**src/logic/cpusf_pkg.sv**
```systemverilog
// Package for the status flag and arithmetic datapath block.
// Assumes a single system clock and a plain register port.
package cpusf_pkg;
    // Processor flags bit positions
    localparam int FLAG_C = 0;
    localparam int FLAG_Z = 1;
    localparam int FLAG_I = 2;
    localparam int FLAG_D = 3;
    localparam int FLAG_B = 4;
    localparam int FLAG_T = 5;
    localparam int FLAG_V = 6;
    localparam int FLAG_N = 7;
    // Reset value: only interrupt disable is defined, others zero here
    localparam logic [7:0] FLAGS_RESET = 8'h04;
    // Register map, word addresses
    localparam logic [3:0] REG_FLAGS = 4'h0;
    localparam logic [3:0] REG_ACC = 4'h1;
    localparam logic [3:0] REG_OPER = 4'h2;
    localparam logic [3:0] REG_CMD = 4'h3;
    localparam logic [3:0] REG_RESULT = 4'h4;
    localparam logic [3:0] REG_STACK_PTR = 4'h5;
    localparam logic [3:0] REG_STACK_RD = 4'h6;
    localparam logic [3:0] REG_DIR = 4'h7;
    localparam logic [3:0] REG_SPEED = 4'h8;
    localparam logic [3:0] REG_IRQ = 4'h9;
    localparam logic [3:0] REG_TRAP_VEC = 4'ha;
    // Phi dividers per speed mode
    localparam logic [3:0] DIV_HIGH = 4'h2;
    localparam logic [3:0] DIV_MIDDLE = 4'h8;
    localparam logic [3:0] DIV_LOW = 4'h2;
    localparam logic [1:0] SPEED_RESET = 2'h1;
    // Fixed cycle counts of each operation, in phi cycles
    localparam logic [3:0] CYC_ALU = 4'h2;
    localparam logic [3:0] CYC_PUSH = 4'h3;
    localparam logic [3:0] CYC_TRAP = 4'h7;
    localparam logic [3:0] CYC_PROD = 4'h8;
    // Stack depth as address bits: 16 entries
    localparam int STACK_AW = 4;
    // Operation codes written to the command register
    typedef enum logic [3:0] {
        CMD_ADC = 4'h1, CMD_SUB_BORROW = 4'h2, CMD_CARRY_SET = 4'h3, CMD_CARRY_CLEAR = 4'h4,
        CMD_DEC_SET = 4'h5, CMD_DEC_CLEAR = 4'h6, CMD_PUSH = 4'h7, CMD_POP = 4'h8,
        CMD_PRODUCT = 4'h9, CMD_DIV = 4'ha, CMD_TRAP = 4'hb, CMD_SET_T = 4'hc,
        CMD_CLR_T = 4'hd
    } cpusf_cmd_type;
    // Execution state machine, one-hot
    typedef enum logic [2:0] {
        ST_IDLE = 3'b001, ST_RUN = 3'b010, ST_DONE = 3'b100
    } cpusf_state_type;
    // Register port request
    typedef struct packed {
        logic [3:0] addr;
        logic [7:0] wdata;
        logic wr;
        logic rd;
    } cpusf_bus_type;
    // Speed mode codes
    localparam logic [1:0] SPEED_HIGH = 2'h0;
    localparam logic [1:0] SPEED_MIDDLE = 2'h1;
    localparam logic [1:0] SPEED_LOW = 2'h2;
    // Number of interrupt sources
    localparam int IRQ_N = 4;
endpackage

```
**src/logic/cpusf_stack_mem.sv**
```systemverilog
// Small stack memory used for the flags push and pop.
// Assumes single clock; read data come from a register.
`timescale 1ns/1ps
module cpusf_stack_mem (
    input wire logic clk,
    input wire logic we,
    input wire logic [cpusf_pkg::STACK_AW-1:0] waddr,
    input wire logic [7:0] wdata,
    input wire logic [cpusf_pkg::STACK_AW-1:0] raddr,
    output logic [7:0] rdata
);
    // Storage words, not reset
    logic [7:0] mem [0:(1<<cpusf_pkg::STACK_AW)-1];

    // Write then registered read
    always_ff @(posedge clk) begin
        if (we) begin
            mem[waddr] <= wdata;
        end
        rdata <= mem[raddr];
    end
endmodule

```
**src/logic/cpusf_core.sv**
```systemverilog
// Status flags datapath: flags, decimal add/sub, push/pop, trap, phi.
// Assumes synchronous software access through a plain register port.
//
// The implementer's own choices: the address-and-strobe port and the address map.
`timescale 1ns/1ps
module cpusf_core (
    input wire logic CLK_SYS,
    input wire logic RST_N,
    input wire logic MAIN_OSC_INPUT,
    input wire logic SUB_OSC_INPUT,
    input wire logic [3:0] ADDR,
    input wire logic [7:0] WDATA,
    input wire logic WR,
    input wire logic RD,
    input wire logic [cpusf_pkg::IRQ_N-1:0] IRQ_REQ,
    output logic [7:0] RDATA,
    output logic [7:0] PORT_DIR,
    output logic PHI,
    output logic BUSY
);
    // Bus request bundle
    cpusf_pkg::cpusf_bus_type bus;
    assign bus = '{addr: ADDR, wdata: WDATA, wr: WR, rd: RD};

    // Architectural state
    logic [7:0] flags_q, flags_d;
    logic [7:0] acc_q, acc_d;
    logic [7:0] oper_q, oper_d;
    logic [7:0] result_q, result_d;
    logic [7:0] dir_q, dir_d;
    logic [1:0] speed_q, speed_d;
    logic [cpusf_pkg::IRQ_N-1:0] irq_en_q, irq_en_d;
    logic [7:0] trap_vec_q, trap_vec_d;
    logic [cpusf_pkg::STACK_AW-1:0] sp_q, sp_d;
    logic [7:0] rdata_q, rdata_d;
    // Execution control
    cpusf_pkg::cpusf_state_type st_q, st_d;
    cpusf_pkg::cpusf_cmd_type cmd_q, cmd_d;
    logic [3:0] cyc_q, cyc_d;
    // Phi generator
    logic [3:0] div_q, div_d;
    logic phi_q, phi_d;
    logic osc_q, osc_d;
    logic osc_edge;
    logic phi_tick;
    logic [3:0] div_ratio;
    // Stack memory port
    logic stk_we;
    logic [cpusf_pkg::STACK_AW-1:0] stk_waddr;
    logic [cpusf_pkg::STACK_AW-1:0] stk_raddr;
    logic [7:0] stk_rdata;
    // Arithmetic results
    logic [8:0] bin_sum;
    logic [4:0] lo_dec;
    logic [8:0] dec_sum;
    logic [15:0] prod;
    logic [7:0] quot;
    logic [7:0] opnd;
    logic carry_out;
    logic pend_any;
    logic [7:0] pend_vec;

    cpusf_stack_mem u_stack (
        .clk(CLK_SYS),
        .we(stk_we),
        .waddr(stk_waddr),
        .wdata(flags_q),
        .raddr(stk_raddr),
        .rdata(stk_rdata)
    );

    // Oscillator select and divide down to phi
    always_comb begin
        unique case (speed_q)
            cpusf_pkg::SPEED_HIGH: div_ratio = cpusf_pkg::DIV_HIGH;
            cpusf_pkg::SPEED_MIDDLE: div_ratio = cpusf_pkg::DIV_MIDDLE;
            default: div_ratio = cpusf_pkg::DIV_LOW;
        endcase
        // Low speed counts the sub oscillator instead
        osc_d = (speed_q == cpusf_pkg::SPEED_LOW) ? SUB_OSC_INPUT : MAIN_OSC_INPUT;
        osc_edge = osc_d & ~osc_q;
        div_d = div_q;
        phi_d = phi_q;
        phi_tick = 1'b0;
        if (osc_edge) begin
            // Half of the ratio high, half low
            if (div_q + 4'h1 >= (div_ratio >> 1)) begin
                div_d = 4'h0;
                phi_d = ~phi_q;
                phi_tick = ~phi_q;
            end else begin
                div_d = div_q + 4'h1;
            end
        end
    end

    // Phi registers
    always_ff @(posedge CLK_SYS) begin
        if (!RST_N) begin
            div_q <= 4'h0;
            phi_q <= 1'b0;
            osc_q <= 1'b0;
        end else begin
            div_q <= div_d;
            phi_q <= phi_d;
            osc_q <= osc_d;
        end
    end

    // Datapath arithmetic
    always_comb begin
        // Subtract uses the complemented operand
        opnd = (cmd_q == cpusf_pkg::CMD_SUB_BORROW) ? ~oper_q : oper_q;
        bin_sum = {1'b0, acc_q} + {1'b0, opnd} + {8'h00, flags_q[cpusf_pkg::FLAG_C]};
        // Decimal add and subtract correct each nibble
        dec_sum = 9'h000;
        lo_dec = 5'h00;
        if (cmd_q == cpusf_pkg::CMD_ADC) begin
            lo_dec = {1'b0, acc_q[3:0]} + {1'b0, oper_q[3:0]}
                + {4'h0, flags_q[cpusf_pkg::FLAG_C]};
            if (lo_dec > 5'h09) begin
                lo_dec = lo_dec + 5'h06;
            end
            dec_sum = {5'h00, acc_q[7:4]} + {5'h00, oper_q[7:4]} + {8'h00, lo_dec[4]};
            if (dec_sum > 9'h009) begin
                dec_sum = dec_sum + 9'h006;
            end
            dec_sum = {dec_sum[4:0], lo_dec[3:0]};
        end else begin
            lo_dec = {1'b0, acc_q[3:0]} - {1'b0, oper_q[3:0]}
                - {4'h0, ~flags_q[cpusf_pkg::FLAG_C]};
            if (lo_dec[4]) begin
                lo_dec = lo_dec - 5'h06;
            end
            dec_sum = {5'h00, acc_q[7:4]} - {5'h00, oper_q[7:4]} - {8'h00, lo_dec[4]};
            if (dec_sum[8]) begin
                dec_sum = dec_sum - 9'h006;
            end
            // Bit 8 high means no borrow
            dec_sum = {~dec_sum[8], dec_sum[3:0], lo_dec[3:0]};
        end
        carry_out = flags_q[cpusf_pkg::FLAG_D] ? dec_sum[8] : bin_sum[8];
        prod = acc_q * oper_q;
        // Divide by zero yields all ones
        quot = (oper_q == 8'h00) ? 8'hff : acc_q / oper_q;
    end

    // Highest priority pending, enabled interrupt: lowest index wins
    always_comb begin
        pend_any = 1'b0;
        pend_vec = 8'h00;
        for (int i = cpusf_pkg::IRQ_N - 1; i >= 0; i--) begin
            if (IRQ_REQ[i] && irq_en_q[i]) begin
                pend_any = 1'b1;
                pend_vec = 8'(i + 1);
            end
        end
    end

    // Register access, command issue and execution
    always_comb begin
        flags_d = flags_q;
        acc_d = acc_q;
        oper_d = oper_q;
        result_d = result_q;
        dir_d = dir_q;
        speed_d = speed_q;
        irq_en_d = irq_en_q;
        trap_vec_d = trap_vec_q;
        sp_d = sp_q;
        st_d = st_q;
        cmd_d = cmd_q;
        cyc_d = cyc_q;
        stk_we = 1'b0;
        stk_waddr = sp_q;
        stk_raddr = sp_q + 4'(1);
        rdata_d = 8'h00;
        // Reads; direction register reads back zero
        if (bus.rd) begin
            unique case (bus.addr)
                cpusf_pkg::REG_FLAGS: rdata_d = flags_q;
                cpusf_pkg::REG_ACC: rdata_d = acc_q;
                cpusf_pkg::REG_OPER: rdata_d = oper_q;
                cpusf_pkg::REG_CMD: rdata_d = {7'h00, st_q != cpusf_pkg::ST_IDLE};
                cpusf_pkg::REG_RESULT: rdata_d = result_q;
                cpusf_pkg::REG_STACK_PTR: rdata_d = {4'h0, sp_q};
                cpusf_pkg::REG_STACK_RD: rdata_d = stk_rdata;
                cpusf_pkg::REG_DIR: rdata_d = 8'h00;
                cpusf_pkg::REG_SPEED: rdata_d = {6'h00, speed_q};
                cpusf_pkg::REG_IRQ: rdata_d = {4'h0, irq_en_q};
                cpusf_pkg::REG_TRAP_VEC: rdata_d = trap_vec_q;
                default: rdata_d = 8'h00;
            endcase
        end
        // Writes; commands only taken while idle
        if (bus.wr) begin
            unique case (bus.addr)
                cpusf_pkg::REG_ACC: acc_d = bus.wdata;
                cpusf_pkg::REG_OPER: oper_d = bus.wdata;
                cpusf_pkg::REG_STACK_PTR: sp_d = bus.wdata[cpusf_pkg::STACK_AW-1:0];
                cpusf_pkg::REG_DIR: dir_d = bus.wdata;
                cpusf_pkg::REG_SPEED: speed_d = bus.wdata[1:0];
                cpusf_pkg::REG_IRQ: irq_en_d = bus.wdata[cpusf_pkg::IRQ_N-1:0];
                cpusf_pkg::REG_CMD: begin
                    if (st_q == cpusf_pkg::ST_IDLE) begin
                        cmd_d = cpusf_pkg::cpusf_cmd_type'(bus.wdata[3:0]);
                        st_d = cpusf_pkg::ST_RUN;
                        cyc_d = 4'h0;
                    end
                end
                default: begin
                    // Flags and unmapped addresses ignore writes
                end
            endcase
        end
        unique case (st_q)
            cpusf_pkg::ST_IDLE: begin
            end
            cpusf_pkg::ST_RUN: begin
                // Count phi cycles to a fixed total per operation
                if (phi_tick) begin
                    cyc_d = cyc_q + 4'h1;
                end
                if (phi_tick && cyc_q + 4'h1 >= cyc_total(cmd_q)) begin
                    st_d = cpusf_pkg::ST_DONE;
                end
            end
            cpusf_pkg::ST_DONE: begin
                st_d = cpusf_pkg::ST_IDLE;
                unique case (cmd_q)
                    cpusf_pkg::CMD_ADC, cpusf_pkg::CMD_SUB_BORROW: begin
                        if (flags_q[cpusf_pkg::FLAG_D]) begin
                            result_d = dec_sum[7:0];
                            // N, V, Z left as they were
                        end else begin
                            result_d = bin_sum[7:0];
                            flags_d[cpusf_pkg::FLAG_N] = bin_sum[7];
                            flags_d[cpusf_pkg::FLAG_Z] = bin_sum[7:0] == 8'h00;
                            flags_d[cpusf_pkg::FLAG_V] = (acc_q[7] == opnd[7])
                                && (bin_sum[7] != acc_q[7]);
                        end
                        flags_d[cpusf_pkg::FLAG_C] = carry_out;
                        acc_d = result_d;
                    end
                    cpusf_pkg::CMD_CARRY_SET: flags_d[cpusf_pkg::FLAG_C] = 1'b1;
                    cpusf_pkg::CMD_CARRY_CLEAR: flags_d[cpusf_pkg::FLAG_C] = 1'b0;
                    cpusf_pkg::CMD_DEC_SET: flags_d[cpusf_pkg::FLAG_D] = 1'b1;
                    cpusf_pkg::CMD_DEC_CLEAR: flags_d[cpusf_pkg::FLAG_D] = 1'b0;
                    cpusf_pkg::CMD_SET_T: flags_d[cpusf_pkg::FLAG_T] = 1'b1;
                    cpusf_pkg::CMD_CLR_T: flags_d[cpusf_pkg::FLAG_T] = 1'b0;
                    cpusf_pkg::CMD_PUSH: begin
                        // Store at S, then S drops so S+1 holds flags
                        stk_we = 1'b1;
                        sp_d = sp_q - 4'(1);
                    end
                    cpusf_pkg::CMD_POP: begin
                        flags_d = stk_rdata;
                        sp_d = sp_q + 4'(1);
                    end
                    cpusf_pkg::CMD_PRODUCT: begin
                        // Flags untouched, T and D ignored
                        result_d = prod[15:8];
                        acc_d = prod[7:0];
                    end
                    cpusf_pkg::CMD_DIV: begin
                        result_d = acc_q - 8'(quot * oper_q);
                        acc_d = quot;
                    end
                    cpusf_pkg::CMD_TRAP: begin
                        // Trap runs even with interrupts disabled
                        trap_vec_d = pend_any ? pend_vec : 8'h00;
                        flags_d[cpusf_pkg::FLAG_I] = 1'b1;
                    end
                    default: begin
                    end
                endcase
            end
            default: st_d = cpusf_pkg::ST_IDLE;
        endcase
    end

    // Phi cycle totals per operation
    function automatic logic [3:0] cyc_total(input cpusf_pkg::cpusf_cmd_type c);
        unique case (c)
            cpusf_pkg::CMD_PUSH, cpusf_pkg::CMD_POP: cyc_total = cpusf_pkg::CYC_PUSH;
            cpusf_pkg::CMD_PRODUCT, cpusf_pkg::CMD_DIV: cyc_total = cpusf_pkg::CYC_PROD;
            cpusf_pkg::CMD_TRAP: cyc_total = cpusf_pkg::CYC_TRAP;
            default: cyc_total = cpusf_pkg::CYC_ALU;
        endcase
    endfunction

    // State registers
    always_ff @(posedge CLK_SYS) begin
        if (!RST_N) begin
            flags_q <= cpusf_pkg::FLAGS_RESET;
            acc_q <= 8'h00;
            oper_q <= 8'h00;
            result_q <= 8'h00;
            dir_q <= 8'h00;
            speed_q <= cpusf_pkg::SPEED_RESET;
            irq_en_q <= '0;
            trap_vec_q <= 8'h00;
            sp_q <= '1;
            rdata_q <= 8'h00;
            st_q <= cpusf_pkg::ST_IDLE;
            cmd_q <= cpusf_pkg::CMD_ADC;
            cyc_q <= 4'h0;
        end else begin
            flags_q <= flags_d;
            acc_q <= acc_d;
            oper_q <= oper_d;
            result_q <= result_d;
            dir_q <= dir_d;
            speed_q <= speed_d;
            irq_en_q <= irq_en_d;
            trap_vec_q <= trap_vec_d;
            sp_q <= sp_d;
            rdata_q <= rdata_d;
            st_q <= st_d;
            cmd_q <= cmd_d;
            cyc_q <= cyc_d;
        end
    end

    assign RDATA = rdata_q;
    assign PORT_DIR = dir_q;
    assign PHI = phi_q;
    assign BUSY = st_q != cpusf_pkg::ST_IDLE;
endmodule

```
**config.mk**
```make
export PLATFORM = sky130hd
export DESIGN_NAME = cpusf_core
export DESIGN_NICKNAME = d
export VERILOG_FILES = /design/src/logic/cpusf_pkg.sv /design/src/logic/cpusf_stack_mem.sv /design/src/logic/cpusf_core.sv
export SDC_FILE = /design/constraint.sdc
export NUM_CORES = 1
export LEC_CHECK = 0
export BUFFER_PORTS_ARGS = -buffer_cell sky130_fd_sc_hd__buf_2
export CAP_MARGIN = 30
export CORE_AREA = 3 3 181 183
export DETAILED_ROUTE_END_ITERATION = 8
export DIE_AREA = 0 0 184 186
export HOLD_SLACK_MARGIN = 0.15
export PLACE_DENSITY = 0.65
export SYNTH_ARGS = -nofsm -noshare
export SYNTH_HDL_FRONTEND = slang
export SYNTH_SLANG_ARGS = --single-unit
```
**constraint.sdc**
```tcl
create_clock -name CLK_SYS -period 15.6 [get_ports CLK_SYS]
set_input_delay 0.78 -clock CLK_SYS [delete_from_list [all_inputs] [get_ports CLK_SYS]]
set_output_delay 0.78 -clock CLK_SYS [all_outputs]
set_load 0.02 [all_outputs]
```
==> results by group <==
Outcome
  – Run status: finished clean

STA
  – Minimum clock period: 14610 ps
  – Part of the cycle the worst path needs: 0.936
  – Unrepaired setup endpoints after global routing: no
  – Final setup violation count: 0
  – Hold Vio Cnt, Final: 0
  – Worst-case clock skew: approximately 20 ps
  – Final count of pins violating max slew: 0
  – Worst rel slew slack: 0.337
  – Worst hold margin: approximately 450 ps
  – Setup TNS: 0 ps
  – Fmax achieved: approximately 68 MHz
  – Worst-margin pin slew: 991 ps

Hold path
  – Class of the worst hold path: flop to flop

Global routing
  – GRT overflow: 0
  – Global-route wire length before repair: 67.4 mm
  – Largest net degree at the start of global routing: 69
  – Number of antenna violations at the first check in global routing: 0
  – Total Routing Usage GR: 0.256
  – Via count of the first global-routing pass: 11800

Setup path
  – Endpoint class of the critical path: flop
  – Maximum single-stage delay on the critical path: 690 ps
  – Peak fanout along the critical path: 18
  – Data arrival time of the worst path: ~15000 ps
  – Crit-path slowest cell: sky130_fd_sc_hd__or4_1
  – Endpoint required time on the critical path: about 16000 ps
  – Kind of critical path: flop to flop
  – Type of origin of the critical path: flop
  – Top cell by count, worst path: sky130_fd_sc_hd__ha_1

Power
  – Net load switching power: 844 uW
  – Power per standard cell area: 133 mW/mm2
  – Fraction of power consumed by sequential logic: 0.264
  – Share of power burned in the clock network: 0.238
  – P_leak: around 7.2 nW
  – Switching part of the total power: 0.370
  – Combinational fraction of design power: 0.498
  – Internal power: 1.43 mW
  – Largest voltage drop on the vdd net: 235 uV

Detailed routing
  – Number of violations reported at the end of detailed-routing iteration 0: 1077
  – Total wirelength of the detailed-routed design: ~44 mm
  – First drt pass iteration count: 6
  – WL per Instance: approximately 22 um
  – Average vias per placed instance: 6.03
  – Total via count in the routed design: 12000
  – Number of nets still failing antenna checks after routing: 0
  – Remaining design rule violation count: 0

Finish
  – Layout net count: 1797
  – Fraction of layout instances using a drive strength above 1: 0.121
  – N_diodes: 0
  – Area added between synthesis and finish: 9.75%

CTS
  – Root buf cell: sky130_fd_sc_hd__clkbuf_16
  – # H-tree levels: 1
  – Num CTS Buffers: 23
  – Worst-skew pair later-pin latency: 510 ps
  – Number of buffers inserted for hold repair after clock tree synthesis: 0
  – Clock sink count: 214
  – CTS tree: yes
  – CTS clk-pin slew, worst paths: 70 ps
  – Clk buf depth: 3

Floorplan
  – Standard-cell rows: 65
  – Core area: 0.0314 mm2
  – Overall die area: 0.0342 mm2
  – Starting utilization of the core area: 0.496
  – Die Wd: roughly 180 um
  – Vert. Die Dim: 186 um
  – I/O pin total: 40

Job
  – Max Cap Violations: 0

Placed design
  – Post-detail-place hpwl: 31.8 mm
  – Port bufs: 39
  – Final GP Congestion: around 0.9

Yosys
  – Post-synth EDFFs: between 100 and 150
  – Async set-reset flop share out of synthesis: 0
  – Net count after synthesis: 1754
  – YS warnings: 0
  – Post-synthesis sequential element count: ~210
  – Flip-flop cell with the highest count after synthesis: sky130_fd_sc_hd__edfxtp_1
  – Synthesized instance count: roughly 1500
  – Cell area after synthesis: 0.0156 mm2
  – Average cell area after synthesis: 10.2 um2
  – Post-synthesis sequential area ratio: 0.357
  – Count of unique library cells instantiated by Yosys: 74
==> power groups by stage <==
| stage | combinational (mW) | sequential, mW | clock, mW |
|---|---|---|---|
| after detailed placement | 1.11 | 0.614 | 0 |
| after CTS | 1.11 | 0.602 | 0.548 |
| after global placement | 1.06 | 0.614 | 0 |
| after global routing | 1.27 | 0.602 | 0.573 |
| final | 1.13 | 0.602 | 0.543 |
| after floorplan | 0.850 | 0.611 | 0 |
==> worst max-delay path: cells and delay by family (launching register included) <==
family          cells  cell delay (ps)
mux                 3             1150
buf+inv             4              780
fa+ha+maj          11             3460
simple gates        7             1760
xor+xnor            1              390
compound gates     33             6700
flops               1              310
==> cells in the final DEF (no fill, tap or decap), types with 8 or more instances in the layout <==
cell type	Yosys	final
sky130_fd_sc_hd__mux4_2	41	41
sky130_fd_sc_hd__o21a_1	13	12
sky130_fd_sc_hd__nand3_1	27	27
sky130_fd_sc_hd__fa_1	61	61
sky130_fd_sc_hd__inv_1	120	120
sky130_fd_sc_hd__o211ai_1	10	10
sky130_fd_sc_hd__a21boi_0	14	13
sky130_fd_sc_hd__a21oi_1	81	81
sky130_fd_sc_hd__buf_4	0	40
sky130_fd_sc_hd__a31oi_1	13	13
sky130_fd_sc_hd__nor4_1	8	8
sky130_fd_sc_hd__dfxtp_1	86	85
sky130_fd_sc_hd__nor2b_1	39	39
sky130_fd_sc_hd__nor2_1	117	117
sky130_fd_sc_hd__buf_2	2	41
sky130_fd_sc_hd__nor3_1	28	27
sky130_fd_sc_hd__a22oi_1	9	9
sky130_fd_sc_hd__mux2_2	20	20
sky130_fd_sc_hd__edfxtp_1	128	128
sky130_fd_sc_hd__or3_1	9	9
sky130_fd_sc_hd__and2_1	28	28
sky130_fd_sc_hd__o21ai_0	92	92
sky130_fd_sc_hd__mux2i_1	39	39
sky130_fd_sc_hd__xnor2_1	52	52
sky130_fd_sc_hd__xor2_1	20	20
sky130_fd_sc_hd__and3_1	9	9
sky130_fd_sc_hd__nand2b_1	22	22
sky130_fd_sc_hd__nand2_1	120	120
sky130_fd_sc_hd__clkbuf_16	0	23
sky130_fd_sc_hd__a21o_1	21	21
sky130_fd_sc_hd__ha_1	144	144
==> synth_stat cells (all sizes together) (4+ instances only) <==
library cell    n  area, um2
mux4           41        923
ha            144       1800
o211ai         10       75.1
nor3           28        140
nor2b          39        244
and3            9       56.3
a22oi          10       80.1
o21ai          92        460
inv           120        450
o21a           13       97.6
nand3b          4       30.0
o31ai           6       45.0
a21oi          82        414
and2           29        181
xor2           20        175
nor4            8       50.1
nand3          27        135
nor2          117        439
xnor2          53        472
a41oi           4       35.0
a211oi          8       72.6
nand2b         22        138
o21bai          5       37.5
mux2i          39        390
dfxtp          86       1720
fa             61       1220
or2             5       31.3
buf             7       36.3
a32oi           7       61.3
a21o           21        158
nand2         120        450
a21boi         15        113
a31oi          13       81.3
a311oi          4       35.0
clkbuf         56        210
edfxtp        128       3840
or3             9       56.3
mux2           20        225
==> registers in the layout (all words and copies together) (netlist names) <==
register	cells
RDATA	8
div_q	4
result_q	8
st_q	3
PHI	1
flags_q	8
trap_vec_q	3
irq_en_q	4
cyc_q	4
u_stack.rdata	8
speed_q	2
acc_q	8
osc_q	1
cmd_q	4
oper_q	8
sp_q	4
PORT_DIR	8
u_stack.mem	128
==> stage by stage <==
step,utilization,power [mW],instances,worst slack (ps),instance area [um2]
3_5_place_dp,0.520,1.72,1943,630,16300
4_1_cts,0.544,2.26,1984,559,17100
5_1_grt,0.545,2.44,1988,2.06,17100
6_report,0.545,2.28,1988,993,17100
2_1_floorplan,-,1.46,1527,1000,15600
3_3_place_gp,0.520,1.68,1941,1120,16300
==> final timing paths <==
path         slack (ps)      start  cells after the start     endpoint
max                 990  oper_q[7]                     59  result_q[7]
min                 450   div_q[3]                      2     div_q[3]
max reg2reg         990  oper_q[7]                     59  result_q[7]
min reg2reg         450   div_q[3]                      2     div_q[3]
==> per-layer routing <==
layer  up-vias  track usage  wire length [um]
li1       5545            -                 -
met4         0       0.0738              1310
met5         -            0                 0
met2       515        0.387             19000
met1      5847        0.378             19400
met3        89       0.0498              3930
==> timing repair <==
action,CTS,global route
buffers inserted,0,3
setup endpoints to repair,0,5
gates resized for setup,0,5
==> area by class of cell <==
cell class | instances | area [um2]
clock buffer | 30 | 602
timing repair buffer | 81 | 505
clock inverter | 11 | 134
sequential | 214 | 5570
fill | 2774 | 14300
multi-input combinational | 1127 | 9330
tap | 402 | 503
inverter | 123 | 462
==> cells by family after synthesis <==
group                    count (synthesis)  share of synthesized area
AND/OR/NAND/NOR                        427                      0.130
adder cells (fa/ha/maj)                205                      0.194
AO/OA/AOI/OAI                          321                      0.132
XOR/XNOR                                74                     0.0430
multiplexers                           100                     0.0987
flip-flops                             214                      0.357
buffers and inverters                  186                     0.0454
No activity file was read; power rests on OpenSTA's default activity.
